==> config.mk <==
export PLATFORM = sky130hd
export DESIGN_NAME = uiop_ctrl
export DESIGN_NICKNAME = d
export VERILOG_FILES = /design/src/hw/uiop_pkg.sv /design/src/hw/uiop_ctrl.sv /design/src/hw/uiop_decode.sv
export VERILOG_INCLUDE_DIRS = /design/src /design/src/hw
export SDC_FILE = /design/constraint.sdc
export NUM_CORES = 1
export LEC_CHECK = 0
export ABC_CLOCK_PERIOD_IN_PS = 1200
export BUFFER_PORTS_ARGS = -buffer_cell sky130_fd_sc_hd__buf_4
export CORE_MARGIN = 3
export CORE_UTILIZATION = 35
export CTS_CLUSTER_DIAMETER = 150
export CTS_CLUSTER_SIZE = 12
export DETAILED_ROUTE_END_ITERATION = 8
export SETUP_SLACK_MARGIN = 0.3
export SLEW_MARGIN = 15
export SYNTH_ARGS = -nofsm -noshare
export SYNTH_HDL_FRONTEND = slang
export SYNTH_SLANG_ARGS = --single-unit
export TNS_END_PERCENT = 30
==> constraint.sdc <==
create_clock -name mclk -period 1.2 [get_ports mclk]
set_input_delay 0.24 -clock mclk [delete_from_list [all_inputs] [get_ports mclk]]
set_output_delay 0.24 -clock mclk [all_outputs]
set_load 0.02 [all_outputs]
==> src/hw/uiop_regs.svh <==
`ifndef UIOP_REGS_SVH
`define UIOP_REGS_SVH
// Register addresses (6-bit ULPI immediate address space)
`define UIOP_ADDR_WRITE 6'h39
`define UIOP_ADDR_SET 6'h3A
`define UIOP_ADDR_CLEAR 6'h3B
`define UIOP_VENDOR_LO 6'h30
`define UIOP_VENDOR_HI 6'h3F
// Field positions
`define UIOP_BIT_SWAP 1
`define UIOP_BIT_UART_LO 2
`define UIOP_BIT_PU_PLUS 4
`define UIOP_BIT_PU_MINUS 5
`define UIOP_BIT_USB_LO 6
// Reset value and writable mask (bit 0 reserved)
`define UIOP_RESET_VAL 8'h04
`define UIOP_WRITE_MASK 8'hFE
// Regulator code for 3.3 V
`define UIOP_VSEL_3V3 2'h0
`endif
==> src/hw/uiop_pkg.sv <==
package uiop_pkg;
  // Operating mode of the transceiver
  typedef enum logic [1:0] {
    UIOP_MODE_USB = 2'h0,
    UIOP_MODE_UART = 2'h1,
    UIOP_MODE_AUDIO = 2'h3
  } uiop_mode_t;

  // Register fields as stored
  typedef struct packed {
    logic [1:0] usb_regulator_voltage_sel;
    logic charger_pullup_en_minus;
    logic charger_pullup_en_plus;
    logic [1:0] uart_regulator_voltage_sel;
    logic data_line_swap;
    logic reserved;
  } uiop_reg_t;

  // Immediate register access request
  typedef struct packed {
    logic wr;
    logic rd;
    logic [5:0] addr;
    logic [7:0] wdata;
  } uiop_req_t;

  // Controls to the analog front end
  typedef struct packed {
    logic [1:0] regulator_sel;
    logic pullup_plus;
    logic pullup_minus;
    logic swap_active;
    logic uart_swap;
  } uiop_ctrl_t;
endpackage

==> src/hw/uiop_ctrl.sv <==
// Operation
// - Reads at 39h, 3Ah, 3Bh return same value
// - 39h writes, 3Ah sets, 3Bh clears
// - Swap bit exchanges DP and DM roles
// - UART swaps routing; audio speaker pins unaffected
// - UART regulator field bits 3:2, reset 01
// - UART voltage applied once transmit enable asserts
// - Audio mode forces regulator to 3.3 V
// - Charger pull-ups bits 4,5; forced in UART
// - USB regulator field bits 7:6, reset 00
// - Access only through immediate reads/writes 39h-3Bh
`include "uiop_regs.svh"
module uiop_ctrl
  import uiop_pkg::*;
(
  // Clock, reset, enable
  input wire logic mclk,
  input wire logic rstn,
  input wire logic ce,
  // Immediate register access
  input wire uiop_req_t req,
  output logic [7:0] rdata,
  output logic rvalid,
  output logic hit,
  // Transceiver mode inputs
  input wire uiop_mode_t mode,
  input wire logic uart_transmit_enable,
  // Analog front-end controls
  output uiop_ctrl_t ctrl
);

  ////////////////////////////////////////////////////////////////////////
  // Storage and decode
  uiop_reg_t ctl_reg; // Register contents
  uiop_reg_t ctl_next; // Next register value
  logic is_write; // Write alias hit
  logic is_set; // Set alias hit
  logic is_clear; // Clear alias hit
  logic uart_armed_reg; // UART voltage latched in after transmit enable
  logic [1:0] reg_sel_next; // Regulator code before flop

  // Strip the reserved bit; shared by all three write aliases and the read path
  function automatic logic [7:0] writable(input logic [7:0] val);
    return val & `UIOP_WRITE_MASK;
  endfunction

  // Address decode shared by read and write paths
  uiop_decode u_dec (
    .addr(req.addr),
    .hit(hit),
    .is_write(is_write),
    .is_set(is_set),
    .is_clear(is_clear)
  );

  // Masked write, set and clear; reserved bit never stored
  always_comb begin
    ctl_next = ctl_reg;
    if (req.wr && is_write) begin
      ctl_next = uiop_reg_t'(writable(req.wdata));
    end else if (req.wr && is_set) begin
      ctl_next = uiop_reg_t'(8'(ctl_reg) | writable(req.wdata));
    end else if (req.wr && is_clear) begin
      ctl_next = uiop_reg_t'(8'(ctl_reg) & ~writable(req.wdata));
    end
  end

  ////////////////////////////////////////////////////////////////////////
  // Register update
  always_ff @(posedge mclk) begin
    if (!rstn) begin
      ctl_reg <= uiop_reg_t'(`UIOP_RESET_VAL);
    end else if (ce) begin
      ctl_reg <= ctl_next;
    end
  end

  // Read data, same for every alias; addresses outside decode are not ours
  always_ff @(posedge mclk) begin
    if (!rstn) begin
      rdata <= 8'h00;
      rvalid <= 1'b0;
    end else if (ce) begin
      rvalid <= req.rd && hit;
      if (req.rd && hit) begin
        rdata <= writable(8'(ctl_reg));
      end
    end
  end

  ////////////////////////////////////////////////////////////////////////
  // UART regulator hand-over: old USB voltage holds until transmit enable
  // The latch keeps the UART voltage after transmit enable drops again, so a
  // quiet serial line does not bounce the supply back; only leaving UART mode
  // (reset being the preferred way out) hands control back to the USB field
  always_ff @(posedge mclk) begin
    if (!rstn) begin
      uart_armed_reg <= 1'b0;
    end else if (ce) begin
      if (mode != UIOP_MODE_UART) begin
        uart_armed_reg <= 1'b0;
      end else if (uart_transmit_enable) begin
        uart_armed_reg <= 1'b1;
      end
    end
  end

  // Regulator selection by mode
  always_comb begin
    unique case (mode)
      UIOP_MODE_AUDIO: reg_sel_next = `UIOP_VSEL_3V3;
      UIOP_MODE_UART: reg_sel_next = (uart_armed_reg || uart_transmit_enable) ?
        ctl_reg.uart_regulator_voltage_sel : ctl_reg.usb_regulator_voltage_sel;
      default: reg_sel_next = ctl_reg.usb_regulator_voltage_sel;
    endcase
  end

  // Front-end controls from flops
  always_ff @(posedge mclk) begin
    if (!rstn) begin
      ctrl <= '0;
    end else if (ce) begin
      ctrl.regulator_sel <= reg_sel_next;
      ctrl.pullup_plus <= ctl_reg.charger_pullup_en_plus || (mode == UIOP_MODE_UART);
      ctrl.pullup_minus <= ctl_reg.charger_pullup_en_minus || (mode == UIOP_MODE_UART);
      // Swap never reaches the speaker path in audio mode
      ctrl.swap_active <= ctl_reg.data_line_swap && (mode != UIOP_MODE_AUDIO);
      ctrl.uart_swap <= ctl_reg.data_line_swap && (mode == UIOP_MODE_UART);
    end
  end

  ////////////////////////////////////////////////////////////////////////
  // Assertions
  reg_reset_val_a: assert property (@(posedge mclk) !rstn |=> 8'(ctl_reg) == `UIOP_RESET_VAL)
    else $error("reset value wrong");

  // Reset clears the read path and the front-end controls as well
  ctrl_reset_a: assert property (@(posedge mclk) !rstn |=> ctrl == '0 && !rvalid && rdata == 8'h00)
    else $error("outputs not cleared by reset");

  // Write aliases: whole value, ones set, ones cleared
  set_only_ones_a: assert property (@(posedge mclk) disable iff (!rstn)
    ce && req.wr && is_set |=> 8'(ctl_reg) == ($past(8'(ctl_reg)) | ($past(req.wdata) & 8'hFE)))
    else $error("set alias wrong");
  clear_only_ones_a: assert property (@(posedge mclk) disable iff (!rstn)
    ce && req.wr && is_clear |=> 8'(ctl_reg) == ($past(8'(ctl_reg)) & ~$past(req.wdata)))
    else $error("clear alias wrong");
  write_alias_a: assert property (@(posedge mclk) disable iff (!rstn)
    ce && req.wr && is_write |=> 8'(ctl_reg) == ($past(req.wdata) & 8'hFE))
    else $error("write alias wrong");

  // Foreign addresses leave the register and the read strobe alone
  foreign_write_a: assert property (@(posedge mclk) disable iff (!rstn)
    ce && req.wr && !hit |=> $stable(8'(ctl_reg)))
    else $error("foreign address changed register");
  foreign_read_a: assert property (@(posedge mclk) disable iff (!rstn)
    ce && req.rd && !hit |=> !rvalid)
    else $error("foreign address answered");

  // Read path: every alias answers with the stored byte
  read_alias_a: assert property (@(posedge mclk) disable iff (!rstn)
    ce && req.rd && hit && !req.wr |=> rvalid && rdata == 8'(ctl_reg))
    else $error("read data mismatch");
  bit0_zero_a: assert property (@(posedge mclk) disable iff (!rstn) !ctl_reg.reserved && !rdata[0])
    else $error("reserved bit set");

  // Enable low holds every flop, read strobe included; reset still wins,
  // so the check stands down while reset is low
  ce_freeze_a: assert property (@(posedge mclk) disable iff (!rstn)
    !ce |=> $stable(8'(ctl_reg)) && $stable(ctrl) && $stable(rdata)
    && $stable(rvalid) && $stable(uart_armed_reg))
    else $error("state moved with enable low");

  // Regulator code by mode and hand-over state; the UART field only
  // takes over once transmit enable has been seen in UART mode
  audio_3v3_a: assert property (@(posedge mclk) disable iff (!rstn)
    ce && mode == UIOP_MODE_AUDIO |=> ctrl.regulator_sel == 2'h0 && !ctrl.swap_active)
    else $error("audio regulator not 3.3V");
  uart_volt_a: assert property (@(posedge mclk) disable iff (!rstn)
    ce && mode == UIOP_MODE_UART && uart_transmit_enable
    |=> ctrl.regulator_sel == $past(ctl_reg.uart_regulator_voltage_sel))
    else $error("uart voltage not applied");
  armed_hold_a: assert property (@(posedge mclk) disable iff (!rstn)
    ce && mode == UIOP_MODE_UART && uart_armed_reg
    |=> ctrl.regulator_sel == $past(ctl_reg.uart_regulator_voltage_sel))
    else $error("latched uart voltage lost");
  uart_wait_a: assert property (@(posedge mclk) disable iff (!rstn)
    ce && mode == UIOP_MODE_UART && !uart_armed_reg && !uart_transmit_enable
    |=> ctrl.regulator_sel == $past(ctl_reg.usb_regulator_voltage_sel))
    else $error("uart voltage applied early");
  usb_volt_a: assert property (@(posedge mclk) disable iff (!rstn)
    ce && mode == UIOP_MODE_USB |=> ctrl.regulator_sel == $past(ctl_reg.usb_regulator_voltage_sel))
    else $error("usb voltage wrong");

  // Pull-ups and data-line swap
  uart_pullup_a: assert property (@(posedge mclk) disable iff (!rstn)
    ce && mode == UIOP_MODE_UART |=> ctrl.pullup_plus && ctrl.pullup_minus)
    else $error("uart pullups off");
  pullup_bits_a: assert property (@(posedge mclk) disable iff (!rstn)
    ce && mode != UIOP_MODE_UART
    |=> ctrl.pullup_plus == $past(ctl_reg.charger_pullup_en_plus)
    && ctrl.pullup_minus == $past(ctl_reg.charger_pullup_en_minus))
    else $error("pullup does not follow bit");
  swap_usb_a: assert property (@(posedge mclk) disable iff (!rstn)
    ce && mode == UIOP_MODE_USB |=> ctrl.swap_active == $past(ctl_reg.data_line_swap))
    else $error("swap not applied");
  uart_swap_a: assert property (@(posedge mclk) disable iff (!rstn)
    ce && mode == UIOP_MODE_UART |=> ctrl.uart_swap == $past(ctl_reg.data_line_swap))
    else $error("uart swap wrong");
  audio_speaker_a: assert property (@(posedge mclk) disable iff (!rstn)
    ce && mode == UIOP_MODE_AUDIO |=> !ctrl.uart_swap)
    else $error("swap reached speaker path");

  // Main scenarios
  cov_set_c: cover property (@(posedge mclk) ce && req.wr && is_set);
  cov_clear_c: cover property (@(posedge mclk) ce && req.wr && is_clear);
  cov_read_c: cover property (@(posedge mclk) ce && req.rd && hit);
  cov_uart_c: cover property (@(posedge mclk) mode == UIOP_MODE_UART ##1 uart_transmit_enable);
  cov_audio_c: cover property (@(posedge mclk) mode == UIOP_MODE_AUDIO);
endmodule

==> src/hw/uiop_decode.sv <==
`include "uiop_regs.svh"
// Address decoder for the aliased write/set/clear register
module uiop_decode
  import uiop_pkg::*;
(
  // Address in
  input wire logic [5:0] addr,
  // Decode results
  output logic hit,
  output logic is_write,
  output logic is_set,
  output logic is_clear
);
  // All three aliases read the same content
  always_comb begin
    is_write = (addr == `UIOP_ADDR_WRITE);
    is_set = (addr == `UIOP_ADDR_SET);
    is_clear = (addr == `UIOP_ADDR_CLEAR);
    hit = is_write | is_set | is_clear;
  end
endmodule

## After elaboration in Yosys (flattened, before gate mapping)

Index checks and enable logic that the tools add are counted.

| cells by class | value |
|---|---|
| eq/ne operators | 7 |
| multiplexer cells | 7 |
| bitwise logic cells | 5 |
| reductions and logical operators | 14 |

Operators with widths:

| kind | count |
|---|---|
| two-way mux 8 bit | 3 |
| equality test 6 bit, second input constant | 3 |
| bitwise AND 8 bit | 1 |
| inverter 8 bit | 1 |
| bitwise OR 8 bit | 1 |
| logical AND 1 bit | 6 |
| AND reduction 2 bit | 3 |
| one-hot mux 2 bit (2 select lines) | 1 |
| logical OR 1 bit | 3 |
| nonzero test 3 bit | 1 |
| equality test 2 x 1 -> 1 bit, second input constant | 1 |
| equality test 2 bit, second input constant | 1 |
| two-way mux 1 bit | 2 |
| two-way mux 2 bit | 1 |
| inequality test 2 x 1 -> 1 bit, second input constant | 1 |
| inequality test 2 bit, second input constant | 1 |
| bitwise OR 1 bit | 2 |
| nonzero test 2 bit | 1 |

| storage, ports and cells | value |
|---|---|
| bits in registers | 23 |
| input port bits | 22 |
| output and inout bits | 16 |

## Logic depth before layout (Yosys ltp)

Gate-level depths: netlist (run 1).

| depth | value |
|---|---|
| depth in word-level cells | 5 |
| depth in mapped cells | 4 |

## By module

From an unflattened synthesis (run 1), not the netlist that was laid out.

| second synthesis, totals | value |
|---|---|
| cell total of the unflattened synthesis | 112 |
| area total of the unflattened synthesis | 1036.0 um^2 |

Modules (own cells, without submodules):

| module | times used | cells each | area each (um^2) | seq. area each (um^2) |
|---|---|---|---|---|
| uiop_ctrl | 1 | 105 | 972.2 | 440.4 |
| uiop_decode | 1 | 7 | 63.8 | 0.0 |

## Least setup slack after synthesis (run 1)

Ideal clock, no wire load.

| timing | value |
|---|---|
| kind | in2reg |
| start | input req[10] in the netlist's numbering |
| end | register rdata[1] |
| library setup time | 0.072 ns |
| arrival | 1.058 ns |
| data required time | 1.128 ns |
| setup slack | 0.070 ns |
| stages | 3 |
| path through | nand4b_4 nor3_4 mux2i_1 |

| between the ends | value |
|---|---|
| cells in the longest elaborated chain, start to end | 5 |
| elaborated cells between the ends (all ways) | 7 |
| those cells by class | 3 x eq/ne; 2 x bitwise; 2 x reduce/logical |

RTL lines:

| what | line | RTL |
|---|---|---|
| start, declared | uiop_ctrl.sv:21 | `input wire uiop_req_t req,` |
| equality test 6 bit (no line) | -- |  |
| bitwise OR 1 bit | uiop_decode.sv:19 | `hit = is_write \| is_set \| is_clear;` |
| bitwise OR 1 bit * | uiop_decode.sv:19 |  |
| logical AND 1 bit * | uiop_ctrl.sv:85 | `if (req.rd && hit) begin` |
| AND reduction 2 bit (no line) * | -- |  |
| end signal, assigned | uiop_ctrl.sv:86 | `rdata <= writable(8'(ctl_reg));` |
| end, declared | uiop_ctrl.sv:22 | `output logic [7:0] rdata,` |

Mark *: on every way between the ends. The rest lies on a longest branch, timed or not.
A chain may end at the register's enable or synchronous reset.

## Final worst setup path (run 1)

| timing | value |
|---|---|
| start | register ctrl[5] in the netlist's numbering |
| end | output ctrl[5] in the netlist's numbering |

RTL lines:

| what | line | RTL |
|---|---|---|
| start, declared | uiop_ctrl.sv:29 | `output uiop_ctrl_t ctrl` |

No word-level cell between the ends.

==> metrics, run 1 <==
top cell type's share of synthesized area=42.21%; DR vias=993; CP Capture Type=primary output; iteration-0 DRC count of the detailed router=20; unrepaired setup endpoints after global routing=yes; drt via density=5.254; kind of critical path=reg -> out; Yosys reg bits=22; final worst setup slack=0.1789 ns; final-layout fill cell count=278; layout cell share with drive strength beyond 1=45.57%; dpl ws=-0.07518 ns; sequential element share of the synthesized area=42.21%; Tcrit/Tclk final=85.09%; antenna violations before repair=0; WL per Instance=13.86 um; Routed Wire Length=2620 um; area occupied by multi-input gates=584.3 sq um; HP Start=req[7]; RePlAce Congestion=0.7863; leading area contributor after synthesis=dfxtp_1; Rows=19; max cap viols=0; final worst path period need=1.021 ns; VDD IR max=0.5264 mV; crit-path max FO=2; clock-pin slew of the registers on the worst-case setup and hold paths=0.13 ns; core area=0.002805 sq mm; post-synth cell types=28; H-tree lvl count=1; drt drc=0; endpoints failing hold=0; clock tree buffer depth=2; Reg area=461.7 sq um; vias in the first global route=972; Nets=181; status=finished, final reports clean; most common cell after layout, fill and taps aside=buf_4; Yosys warnings=0; Skew-Pair Late Insertion Delay=0.31 ns; DRT antenna net count=0; Layout area overhead=49.40%; Leakage=0.6402 nW; largest net degree at the start of global routing=19; buffers and inverters on the worst path=1; pwr/cell area=978.5 mW/mm^2; Port Buffer Count=35; Clock Sinks=22; drt pass-1 iters=4; post-layout util=55.58%; IO Pins=38; syn_nets=137; Max Fclk=979.4 MHz; DP Wirelength=1942 um; CP max-delay cell=dfxtp_2; Worst path max stage delay=0.36 ns; gr ovfl total=0; clock skew=0.007991 ns; fin. max-slew vios=0; Vert. Die Dim=60.60 um; final setup fails=0; TritonCTS buffer count=3; Clk Tree Root Cell=clkbuf_4; most frequent cells in the layout=30 x buf_4, 21 x nand2_1, 15 x buf_6, 14 x dfxtp_2, 11 x a21oi_1; Critical Path RT=0.96 ns; Cells after Synth=115; CP startpoint=ctrl[5]; first-pass GRT wire length=4257 um; total power draw=1.525 mW; Post-Syn Area=0.001044 sq mm; CP cell instances=buf_6; Arrival @ worst endpoint=0.78 ns; Initial Utilization=37.20%; Antenna Cells=0; die footprint=0.003672 sq mm; Die W=60.60 um; startpoint types=flop; Largest delay share family, worst path=flip-flops; Post-CTS Hold Fix Bufs=0; fin cells=189; overall routing resource usage=15.51%; TritonCTS clock tree=yes; Placed Cells=179; Avg Inst Size Synth=9.074 sq um; Worst Hold Class=in -> reg; synth top area cells=dfxtp_1 42%, nand2_1 7.6%, a221o_1 6.7%
Yosys cell counts (all sizes together):
cell and instances:
inv 2, nand3b 6, nand4b 1, dfxtp 22
o21ai 5, nand2 21, clkbuf 3, nor4 1
o211ai 3, mux2i 7, and3b 1, nor3 2
buf 4, nor2b 3, o21a 1, xnor2 1
o211a 1, a31oi 2, conb 1, nor2 5
a21oi 12, a221o 7, o31ai 1, nand3 2
and4b 1
area by class of cell:
type | instances | area share (%)
clock inverter | 1 | 1.926
sequential | 22 | 29.61
timing repair buffer | 46 | 26.56
clock buffer | 3 | 1.445
inverter | 2 | 0.4815
multi-input combinational | 84 | 37.48
tap | 31 | 2.488
through the flow:
| step | hold WS (ns) | setup TNS (ns) | area, sq um |
|---|---|---|---|
| finish | 0.1630 | 0 | 1559 |
| global route | 0.1435 | 0 | 1559 |
| CTS | 0.1538 | 0 | 1539 |
| detailed placement | 0.4564 | -0.4652 | 1365 |
| global placement | 0.4421 | -0.4052 | 1365 |
| floorplan | 0.3780 | 0 | 1055 |
path summary, 6_finish.rpt:
check,depth (start not counted),slack [ns],end
worst max register to register,3,0.29,flop
worst min-delay path,2,0.16,flop
worst min register to register,2,0.47,rdata[5]
worst max-delay path,1,0.18,ctrl[5]
routing by layer:
layer / vias to the layer above / wire length (um) / track usage, %
li1: 502 / - / -
met1: 457 / 1172 / 18.29
met2: 28 / 1251 / 26.11
met3: 6 / 120 / 3.191
met4: 0 / 76 / 8.669
met5: - / 0 / 0
power breakdown:
group	switching [mW]	leakage, nW	internal, mW	total, mW
Combinational	0.106	0.427	0.103	0.209
Sequential	0.0116	0.185	0.743	0.755
Clock	0.224	0.0279	0.337	0.562
timing repair:
action	4_1_cts	5_1_grt
setup endpoints to repair	24	31
gates resized for setup	30	5
setup buffers	6	0
pin swaps	1	2
kinds of logic (layout without fill, tap and decap cells):
family / after synthesis / count (layout) / synth area share [%]
other cells: 1 / 1 / 0.3594
flops: 22 / 22 / 42.21
simple gates: 43 / 43 / 24.58
buf+inv: 9 / 52 / 4.316
mux: 7 / 7 / 6.715
compound gates: 32 / 32 / 20.98
xor+xnor: 1 / 1 / 0.8395
Note: power is estimated with default switching activity, not from simulation.
==> run 2, diff against run 1 <==
- MAX_ROUTING_LAYER: default -> met4
==> run 2 against run 1 <==
Against the previous run: largest cell class unchanged; total power barely moved; via count fell by 0.60%; critical path type unchanged; highest routed layer unchanged; clock power barely moved; sequential share of layout area did not move; wire length barely moved; core utilization did not move; global-route usage rose by 0.49 points; flip-flop and latch count did not move; clock-buffer cell count did not move; first-iteration DRC count fell by 20%; clock skew barely moved.
==> metrics, run 2 (same netlist as run 1, synthesis figures left out) <==
Initial Utilization=37.20%; fin cells=189; pwr/cell area=978.4 mW/mm^2; Clk Tree Root Cell=clkbuf_4; Layout area overhead=49.40%; H-tree lvl count=1; most common cell after layout, fill and taps aside=buf_4; status=finished, final reports clean; CP Capture Type=primary output; Antenna Cells=0; Die W=60.60 um; buffers and inverters on the worst path=1; IO Pins=38; most frequent cells in the layout=30 x buf_4, 21 x nand2_1, 15 x buf_6, 14 x dfxtp_2, 11 x a21oi_1; kind of critical path=reg -> out; final worst path period need=1.021 ns; Skew-Pair Late Insertion Delay=0.31 ns; clock-pin slew of the registers on the worst-case setup and hold paths=0.13 ns; VDD IR max=0.5266 mV; Placed Cells=179; Hold Path Cell Cnt=2; TritonCTS buffer count=3; Worst path depth=1; fin. max-slew vios=0; total power draw=1.525 mW; Largest delay share family, worst path=flip-flops; drt pass-1 iters=4; drt drc=0; clock tree buffer depth=2; antenna violations before repair=0; Routed Wire Length=2621 um; final setup fails=0; CP cell instances=buf_6; largest net degree at the start of global routing=19; Port Buffer Count=35; die footprint=0.003672 sq mm; overall routing resource usage=16.00%; vias in the first global route=970; max cap viols=0; Critical Path RT=0.96 ns; iteration-0 DRC count of the detailed router=16; CP max-delay cell=dfxtp_2; unrepaired setup endpoints after global routing=yes; Max Fclk=979.3 MHz; Worst path max stage delay=0.36 ns; Post-CTS Hold Fix Bufs=0; endpoints failing hold=0; first-pass GRT wire length=4257 um; worst r2r path cells=3; Vert. Die Dim=60.60 um; Tcrit/Tclk final=85.10%; core area=0.002805 sq mm; Nets=181; final setup TNS=0 ns; RePlAce Congestion=0.7972; Leakage=0.6402 nW; WL per Instance=13.87 um; layout cell share with drive strength beyond 1=45.57%; TritonCTS clock tree=yes; clock skew=0.008049 ns; Clock Sinks=22; DP Wirelength=1942 um; Arrival @ worst endpoint=0.78 ns; post-layout util=55.58%; gr ovfl total=0; DR vias=987; Rows=19; drt via density=5.222; Worst Hold Class=in -> reg; startpoint types=flop; crit-path max FO=2; DRT antenna net count=0
run 2: cell counts in the layout (fill, tap and decap cells not counted):
No cell type changed its count.
run 2: worst paths after layout:
check	start	endpoint	slack, ns
worst max register to register	flop	flop	0.30
worst min-delay path	req[7]	flop	0.16
worst min register to register	rdata[5]	rdata[5]	0.47
worst max-delay path	ctrl[5]	ctrl[5]	0.18
run 2: layer usage:
layer  share of wire, %  track usage, %
met2                 48           26.11
met3                4.0           2.979
met1                 45           18.42
met5                  0               -
met4                2.6           8.669
run 2: worst reg2reg max path, delay by kind of cell (launching register included):
kind	cells	cell delay [ns]
compound gates	2	0.30
simple gates	1	0.11
flops	1	0.39
run 2: timing repair:
item,CTS,global route
resized for setup,30,5
pin swaps,1,2
endpoints found under the setup margin,24,31
endpoints found under the hold margin,0,0
buffers inserted,6,0
run 2: area by class of cell:
type,count,area [sq um]
Tap cell,31,38.79
Clock buffer,3,22.52
Timing Repair Buffer,46,414.1
Clock inverter,1,30.03
Fill cell,278,1246
Inverter,2,7.507
Sequential cell,22,461.7
Multi-Input combinational cell,84,584.3
run 2: per-stage QoR:
step | instance area [sq um] | hold slack [ns] | worst slack (ns)
after floorplan | 1055 | 0.3780 | 0.1154
after global placement | 1365 | 0.4421 | -0.06241
after detailed placement | 1365 | 0.4564 | -0.07518
after CTS | 1539 | 0.1538 | 0.1677
after global routing | 1559 | 0.1435 | 0.1302
final | 1559 | 0.1630 | 0.1789
run 2: where the power goes:
group	total (mW)	leakage, nW	internal, mW	switching (mW)
registers	0.755	0.185	0.743	0.0115
clock network	0.562	0.0279	0.337	0.224
logic	0.209	0.427	0.103	0.106
total	1.53	0.640	1.18	0.342
